<file path="config.mk">
export PLATFORM = sky130hd
export DESIGN_NAME = rss_rail_regs
export DESIGN_NICKNAME = d
export VERILOG_FILES = /design/src/inc/rss_pkg.sv /design/src/hdl/rss_rail_regs.sv
export VERILOG_INCLUDE_DIRS = /design/src /design/src/inc
export SDC_FILE = /design/constraint.sdc
export NUM_CORES = 1
export LEC_CHECK = 0
export BUFFER_PORTS_ARGS = -buffer_cell sky130_fd_sc_hd__buf_2
export CORE_AREA = 2 2 152 154
export CTS_BUF_LIST = sky130_fd_sc_hd__clkbuf_16
export DETAILED_ROUTE_END_ITERATION = 16
export DIE_AREA = 0 0 154 156
export GPL_TIMING_DRIVEN = 0
export HOLD_SLACK_MARGIN = 0.15
export PLACE_DENSITY = 0.71
export SLEW_MARGIN = 20
export SYNTH_ARGS = -nofsm -noshare
export SYNTH_HDL_FRONTEND = slang
export SYNTH_SLANG_ARGS = --single-unit
export TNS_END_PERCENT = 30
</file>
<file path="constraint.sdc">
create_clock -name sys_clk_in -period 8 [get_ports sys_clk_in]
set_input_delay 0.8 -clock sys_clk_in [delete_from_list [all_inputs] [get_ports sys_clk_in]]
set_output_delay 0.8 -clock sys_clk_in [all_outputs]
set_load 0.01 [all_outputs]
</file>
<file path="src/inc/rss_defs.svh">
`ifndef RSS_DEFS_SVH
`define RSS_DEFS_SVH
// What this block does
// - Per-output ramp-up time, 1 us, reset 500
// - New ramp values wait for commit command
// - Commit also refreshes slope voltage target
// - Per-output turn-off delay, x10 us, reset 0
// - Per-output ramp-down time, 1 us, reset 500
// - Settings and voltage detail selected by page
// - Summary bit 6 set when output off
// - Bits 5,4,3: overvoltage, overcurrent, input UV
// - Bits 2,1,0: temperature, comm/logic, other
// - Summaries report faults of both outputs
// - Summary word low byte equals summary byte
// - Bits 15..12: voltage, current, input, maker
// - Bit 11 set while power not good
// - Voltage detail bits 7,4,3: OV, UV, ceiling
// - Status registers read-only, no reset value
// - Current detail bit 7 on overcurrent
`define RSS_CMD_PAGE 8'h00
`define RSS_CMD_RISE 8'h61
`define RSS_CMD_TOFF_DLY 8'h64
`define RSS_CMD_FALL 8'h65
`define RSS_CMD_SUM_B 8'h78
`define RSS_CMD_SUM_W 8'h79
`define RSS_CMD_VDET 8'h7a
`define RSS_CMD_COMMIT 8'he7
`define RSS_RISE_RST 16'h01f4
`define RSS_DLY_RST 16'h0000
`define RSS_FALL_RST 16'h01f4
`define RSS_RAMP_MAX 16'h2710
`define RSS_DLY_MAX 16'h03e8
`define RSS_B_OFF 6
`define RSS_B_OV 5
`define RSS_B_OC 4
`define RSS_B_VINUV 3
`define RSS_B_TEMP 2
`define RSS_B_CML 1
`define RSS_B_OTHER 0
`define RSS_W_VOUT 7
`define RSS_W_IOUT 6
`define RSS_W_INPUT 5
`define RSS_W_MFR 4
`define RSS_W_PGN 3
`define RSS_V_OV 7
`define RSS_V_UV 4
`define RSS_V_CEIL 3
`define RSS_I_OC 7
`endif

</file>
<file path="src/inc/rss_pkg.sv">
package rss_pkg;
	typedef logic [15:0] rss_word_type;
	typedef logic [7:0] rss_byte_type;
	typedef logic [7:0] rss_cmd_type;
endpackage

</file>
<file path="src/hdl/rss_rail_regs.sv">
`timescale 1ns/100ps
`include "rss_defs.svh"
module rss_rail_regs #(
	parameter int OUTPUTS = 2
)(
	input wire logic sys_clk_in,
	input wire logic srst_in,
	input wire logic cmd_valid_in,
	input wire logic cmd_write_in,
	input wire rss_pkg::rss_cmd_type cmd_code_in,
	input wire rss_pkg::rss_word_type cmd_wdata_in,
	output rss_pkg::rss_word_type rd_data_out,
	output logic rd_valid_out,
	output logic cmd_reject_out,
	output logic commit_out,
	output logic [$clog2(OUTPUTS)-1:0] page_out,
	input wire logic [OUTPUTS-1:0] rail_on_in,
	input wire logic [OUTPUTS-1:0] power_good_in,
	input wire logic [OUTPUTS-1:0] vout_ov_in,
	input wire logic [OUTPUTS-1:0] vout_uv_in,
	input wire logic [OUTPUTS-1:0] vout_ceil_in,
	input wire logic [OUTPUTS-1:0] iout_oc_in,
	input wire logic vin_uv_in,
	input wire logic input_fault_in,
	input wire logic temp_in,
	input wire logic cml_in,
	input wire logic mfr_in,
	input wire logic other_in,
	input wire logic [OUTPUTS-1:0][15:0] vout_target_in,
	output logic [OUTPUTS-1:0][15:0] ramp_up_out,
	output logic [OUTPUTS-1:0][15:0] turnoff_delay_out,
	output logic [OUTPUTS-1:0][15:0] ramp_down_out,
	output logic [OUTPUTS-1:0][15:0] ramp_target_out
);
	localparam int PG_W = $clog2(OUTPUTS);
	localparam logic [15:0] OUT_CNT = 16'(OUTPUTS);

	logic [PG_W-1:0] page_reg;
	logic [15:0] pend_rise [OUTPUTS];
	logic [15:0] pend_dly [OUTPUTS];
	logic [15:0] pend_fall [OUTPUTS];
	logic [15:0] act_rise [OUTPUTS];
	logic [15:0] act_dly [OUTPUTS];
	logic [15:0] act_fall [OUTPUTS];
	logic [15:0] act_tgt [OUTPUTS];
	logic [7:0] vdet_reg [OUTPUTS];
	logic [7:0] idet_reg [OUTPUTS];
	logic [7:0] vdet_next [OUTPUTS];
	logic [7:0] idet_next [OUTPUTS];
	logic [7:0] sum_byte_reg;
	logic [7:0] sum_byte_next;
	// Indexed by high-byte bit position, so bits 15..11 land at 7..3
	logic [7:3] sum_hi_reg;
	logic [7:3] sum_hi_next;
	logic [OUTPUTS-1:0] v_any;
	logic [OUTPUTS-1:0] i_any;
	logic wr;
	logic rd;
	logic acc_ok;
	logic commit;
	logic [15:0] rd_next;

	assign wr = cmd_valid_in && cmd_write_in;
	assign rd = cmd_valid_in && !cmd_write_in;
	assign commit = wr && cmd_code_in == `RSS_CMD_COMMIT;
	assign page_out = page_reg;

	// Decode; anything not accepted only raises cmd_reject_out and leaves settings, page and read data untouched
	always_comb begin
		acc_ok = 1'b0;
		unique case (cmd_code_in)
			`RSS_CMD_PAGE: begin
				acc_ok = !cmd_write_in || cmd_wdata_in < OUT_CNT;
			end
			`RSS_CMD_RISE, `RSS_CMD_FALL: begin
				acc_ok = !cmd_write_in ||
					cmd_wdata_in <= `RSS_RAMP_MAX;
			end
			`RSS_CMD_TOFF_DLY: begin
				acc_ok = !cmd_write_in ||
					cmd_wdata_in <= `RSS_DLY_MAX;
			end
			`RSS_CMD_SUM_B, `RSS_CMD_SUM_W, `RSS_CMD_VDET: begin
				acc_ok = !cmd_write_in;
			end
			`RSS_CMD_COMMIT: begin
				acc_ok = cmd_write_in;
			end
			default: begin
				acc_ok = 1'b0;
			end
		endcase
	end

	always_ff @(posedge sys_clk_in) begin
		if (srst_in) begin
			page_reg <= '0;
		end else if (wr && acc_ok && cmd_code_in == `RSS_CMD_PAGE) begin
			page_reg <= cmd_wdata_in[PG_W-1:0];
		end
	end

	genvar j;
	generate
		for (j = 0; j < OUTPUTS; j++) begin : g_out
			logic sel;
			assign sel = wr && acc_ok && page_reg == PG_W'(j);

			// Written values wait here until the commit command
			always_ff @(posedge sys_clk_in) begin
				if (srst_in) begin
					pend_rise[j] <= `RSS_RISE_RST;
					pend_dly[j] <= `RSS_DLY_RST;
					pend_fall[j] <= `RSS_FALL_RST;
				end else if (sel) begin
					if (cmd_code_in == `RSS_CMD_RISE) begin
						pend_rise[j] <= cmd_wdata_in;
					end
					if (cmd_code_in == `RSS_CMD_TOFF_DLY) begin
						pend_dly[j] <= cmd_wdata_in;
					end
					if (cmd_code_in == `RSS_CMD_FALL) begin
						pend_fall[j] <= cmd_wdata_in;
					end
				end
			end

			// Ramp engine sees only committed values
			always_ff @(posedge sys_clk_in) begin
				if (srst_in) begin
					act_rise[j] <= `RSS_RISE_RST;
					act_dly[j] <= `RSS_DLY_RST;
					act_fall[j] <= `RSS_FALL_RST;
					act_tgt[j] <= 16'h0000;
				end else if (commit) begin
					act_rise[j] <= pend_rise[j];
					act_dly[j] <= pend_dly[j];
					act_fall[j] <= pend_fall[j];
					act_tgt[j] <= vout_target_in[j];
				end
			end

			assign ramp_up_out[j] = act_rise[j];
			assign turnoff_delay_out[j] = act_dly[j];
			assign ramp_down_out[j] = act_fall[j];
			assign ramp_target_out[j] = act_tgt[j];

			always_comb begin
				vdet_next[j] = 8'h00;
				vdet_next[j][`RSS_V_OV] = vout_ov_in[j];
				vdet_next[j][`RSS_V_UV] = vout_uv_in[j];
				vdet_next[j][`RSS_V_CEIL] = vout_ceil_in[j];
				idet_next[j] = 8'h00;
				idet_next[j][`RSS_I_OC] = iout_oc_in[j];
			end
			assign v_any[j] = |vdet_next[j];
			assign i_any[j] = |idet_next[j];

			// Status mirrors live conditions; no reset on purpose
			always_ff @(posedge sys_clk_in) begin
				vdet_reg[j] <= vdet_next[j];
				idet_reg[j] <= idet_next[j];
			end
		end
	endgenerate

	// Shared summaries gather both outputs whatever the page
	always_comb begin
		sum_byte_next = 8'h00;
		sum_byte_next[`RSS_B_OFF] = ~&rail_on_in;
		sum_byte_next[`RSS_B_OV] = |vout_ov_in;
		sum_byte_next[`RSS_B_OC] = |iout_oc_in;
		sum_byte_next[`RSS_B_VINUV] = vin_uv_in;
		sum_byte_next[`RSS_B_TEMP] = temp_in;
		sum_byte_next[`RSS_B_CML] = cml_in;
		sum_byte_next[`RSS_B_OTHER] = other_in;
		sum_hi_next = 5'h00;
		sum_hi_next[`RSS_W_VOUT] = |v_any;
		sum_hi_next[`RSS_W_IOUT] = |i_any;
		sum_hi_next[`RSS_W_INPUT] = input_fault_in | vin_uv_in;
		sum_hi_next[`RSS_W_MFR] = mfr_in;
		sum_hi_next[`RSS_W_PGN] = ~&power_good_in;
	end

	always_ff @(posedge sys_clk_in) begin
		sum_byte_reg <= sum_byte_next;
		sum_hi_reg <= sum_hi_next;
	end

	always_comb begin
		rd_next = 16'h0000;
		unique case (cmd_code_in)
			`RSS_CMD_PAGE: begin
				rd_next = 16'(page_reg);
			end
			`RSS_CMD_RISE: begin
				rd_next = pend_rise[page_reg];
			end
			`RSS_CMD_TOFF_DLY: begin
				rd_next = pend_dly[page_reg];
			end
			`RSS_CMD_FALL: begin
				rd_next = pend_fall[page_reg];
			end
			`RSS_CMD_SUM_B: begin
				rd_next = {8'h00, sum_byte_reg};
			end
			`RSS_CMD_SUM_W: begin
				// Low byte shares the summary byte register
				rd_next = {sum_hi_reg, 3'b000, sum_byte_reg};
			end
			`RSS_CMD_VDET: begin
				rd_next = {8'h00, vdet_reg[page_reg]};
			end
			default: begin
				rd_next = 16'h0000;
			end
		endcase
	end

	always_ff @(posedge sys_clk_in) begin
		if (srst_in) begin
			rd_data_out <= 16'h0000;
			rd_valid_out <= 1'b0;
		end else begin
			rd_valid_out <= rd && acc_ok;
			if (rd && acc_ok) begin
				rd_data_out <= rd_next;
			end
		end
	end

	always_ff @(posedge sys_clk_in) begin
		if (srst_in) begin
			cmd_reject_out <= 1'b0;
			commit_out <= 1'b0;
		end else begin
			cmd_reject_out <= cmd_valid_in && !acc_ok;
			commit_out <= commit;
		end
	end
endmodule

</file>
==> flow_summary.json <==
{
  "post-cts-setup-buffer-count": 0,
  "drc_errors": 0,
  "fp.dieArea_sq_um": 24000,
  "antenna_violations_before_repair": 5,
  "worstSetupStartpointType": "input pin",
  "cts_tree": "built",
  "power_density_nw_per_um2": 222,
  "final-setup-viol-count": 0,
  "row_count": 55,
  "design_area_sq_um": 13300,
  "post_layout_nonfiller_instances": 1375,
  "share_clk_of_total_power_pct": 42.2,
  "starting_density_of_the_core_pct": 48.0,
  "cts.sinks": 262,
  "power.share.sequential_pct": 52.6,
  "avgRoutedWirePerCell_microns": 22.3,
  "synth-edff-count": 224,
  "clk_pin_slew_worst_paths_ns": 0.06,
  "synth_top_family_by_area": "simple AND/OR/NAND/NOR gates",
  "gr-total-overflow": 0,
  "grt_setup_unrepaired": "no",
  "drt_first_iter_violations": 851,
  "design_power_total_mw": 2.95,
  "power.leakage_nw": 4.86,
  "antenna_left": 0,
  "detailed_place_hpwl_mm": 22.0,
  "fin_hold_ws_ns": 0.367,
  "finalCoreUtilization_pct": 59.5,
  "first_pass_grt_wire_length_mm": 44.8,
  "power.internal_mw": 2.30,
  "critPathRequiredTime_ns": 8.16,
  "comb_power_share_pct": 5.2,
  "grt_util_all_layers_pct": 25.0,
  "dominantRegCellSynth": "sky130_fd_sc_hd__edfxtp_1",
  "placeableCoreArea_sq_um": 22400,
  "postSynthCellCount": 788,
  "synthMuxAreaShare_pct": 3.61,
  "avgViaCountPerCell": 5.66,
  "first_pass_iters": 6,
  "mappedNetlistArea_sq_um": 10700,
  "compound_cell_area_share_of_the_yosys_netlist_pct": 5.36,
  "min_period_ns": 3.47,
  "clkLatencyLatePin_ns": 0.54,
  "first_global_vias": 7503,
  "outcome": "complete, no violations",
  "postSynth.asyncResetShare_pct": 0,
  "detailroute.via_count": 7782,
  "placed_cells_incl_taps": 1320,
  "gpl.final_weighted_congestion": 0.943,
  "commonest_cells_after_routing_fill_and_taps_aside": "232 x sky130_fd_sc_hd__buf_2, 224 x sky130_fd_sc_hd__edfxtp_1, 105 x sky130_fd_sc_hd__and2_1",
  "die_w_microns": 154,
  "ctsRootBufferMaster": "sky130_fd_sc_hd__clkbuf_16",
  "hold_viol_final": 0,
  "cts-hold-fix-buffers": 0,
  "yosys.area_share.simple_pct": 18.8,
  "grt_max_degree": 28,
  "maxClockFrequency_ghz": 0.288,
  "cts_made_buffers": 28,
  "worst_slack_at_placement_ns": 4.07,
  "max-clock-path-buffers": 3,
  "synth-xor-area-share_pct": 0,
  "power_switching_mw": 0.649,
  "dieHeight_microns": 156,
  "avgSynthCellArea_sq_um": 13.6,
  "synth-seq-area-share_pct": 69.7,
  "synth_fa_ha_area_share_pct": 0,
  "drv_cap": 0,
  "net_switching_fraction_of_the_power_pct": 22.0,
  "final_nets": 1143,
  "timing_worst_slew_pin_value_ns": 1.02,
  "flow.area_growth_from_synthesis_pct": 23.8,
  "layout_setup_ws_ns": 4.53,
  "portBuffers": 223,
  "worst_clock_skew_ns": 0.0159,
  "design.portCount": 226,
  "crit_arrival_ns": 3.63,
  "ys_types": 61,
  "crit_fanout": 16,
  "layout.cells.most_common": "sky130_fd_sc_hd__buf_2",
  "final.period_utilization_pct": 43.4,
  "timing_max_transition_violations_final": 0,
  "cts_max_level": 1,
  "final.setup.tns_ns": 0,
  "post_route_cells_drive_above_1_share_pct": 28.8,
  "slew_headroom_pct": 31.0,
  "post_synthesis_register_bit_count": 262,
  "wirelength_mm": 30.7,
  "synthesis.yosys.warnings": 0,
  "timing_worst_setup_path_type": "input pin to flip-flop",
  "worst_ir_drop_vdd_uv": 137,
  "dpl_cell_area_sq_um": 12400,
  "critical_path.endpoint_type": "flip-flop",
  "post_cts_resize_count": 0,
  "hp-class": "input pin to flip-flop"
}
power by group through the flow:
stage | Clock, mW | Sequential [mW] | Combinational [mW]
2_1_floorplan | 0 | 1.59 | 0.0587
3_3_place_gp | 0 | 1.58 | 0.143
3_5_place_dp | 0 | 1.58 | 0.151
4_1_cts | 1.26 | 1.55 | 0.152
5_1_grt | 1.32 | 1.55 | 0.163
6_report | 1.25 | 1.55 | 0.153
Yosys cell counts (all sizes together) (6+ instances only):
master,number,area (sq um)
nor2,39,146
a221oi,6,52.6
mux2i,23,230
or3,31,194
dfxtp,38,761
o21ai,7,35.0
nand3,11,55.1
nor3,54,270
edfxtp,224,6730
a311oi,8,76.3
nand2b,8,50.1
clkbuf,46,173
nor2b,9,56.3
nand2,39,146
mux2,6,67.6
buf,15,82.6
and2,105,657
nand4,25,156
nor4,18,125
a22oi,6,45.0
a31o,7,61.3
path summary, 6_finish.rpt:
check | from | end | slack, ns | cells after the start
min | other_in | sum_byte_reg[0] | 0.37 | 1
max | cmd_code_in[2] | pend_rise[1][15] | 4.53 | 7
min reg2reg | rd_data_out[11] | rd_data_out[11] | 0.50 | 2
max reg2reg | flip-flop | rd_data_out[14] | 4.60 | 7
layer usage:
metal,track usage [%],routed length [microns],vias to the layer above
met5,0,11,-
met2,39.7,14100,480
met4,7.65,835,2
met1,35.0,12700,3727
li1,-,-,3520
met3,5.28,3090,53
cells by family (layout without fill, tap and decap cells):
family | Yosys count | after routing
AND/OR/NAND/NOR | 358 | 358
buffers and inverters | 64 | 344
multiplexers | 33 | 33
other | 1 | 23
flip-flops | 262 | 262
AO/OA/AOI/OAI | 70 | 70
critical path: stages:
cell	delay (ns)
sky130_fd_sc_hd__buf_2	0.13
sky130_fd_sc_hd__nor4bb_1	0.88
sky130_fd_sc_hd__nand3_1	0.40
sky130_fd_sc_hd__o31a_1	0.37
sky130_fd_sc_hd__nand4_1	0.18
sky130_fd_sc_hd__buf_2	0.26
sky130_fd_sc_hd__a31o_2	0.60
final cells by class:
class / count / area, sq um
inverters: 3 / 11.3
repair buffers: 228 / 1220
clock inverters: 23 / 161
diodes: 3 / 7.51
fillers: 1807 / 9060
flip-flops and latches: 262 / 7490
clock buffers: 29 / 726
multi-input cells: 481 / 3070
well taps: 285 / 357
plain buffers: 61 / 255
(Power assumes the default switching activity.)
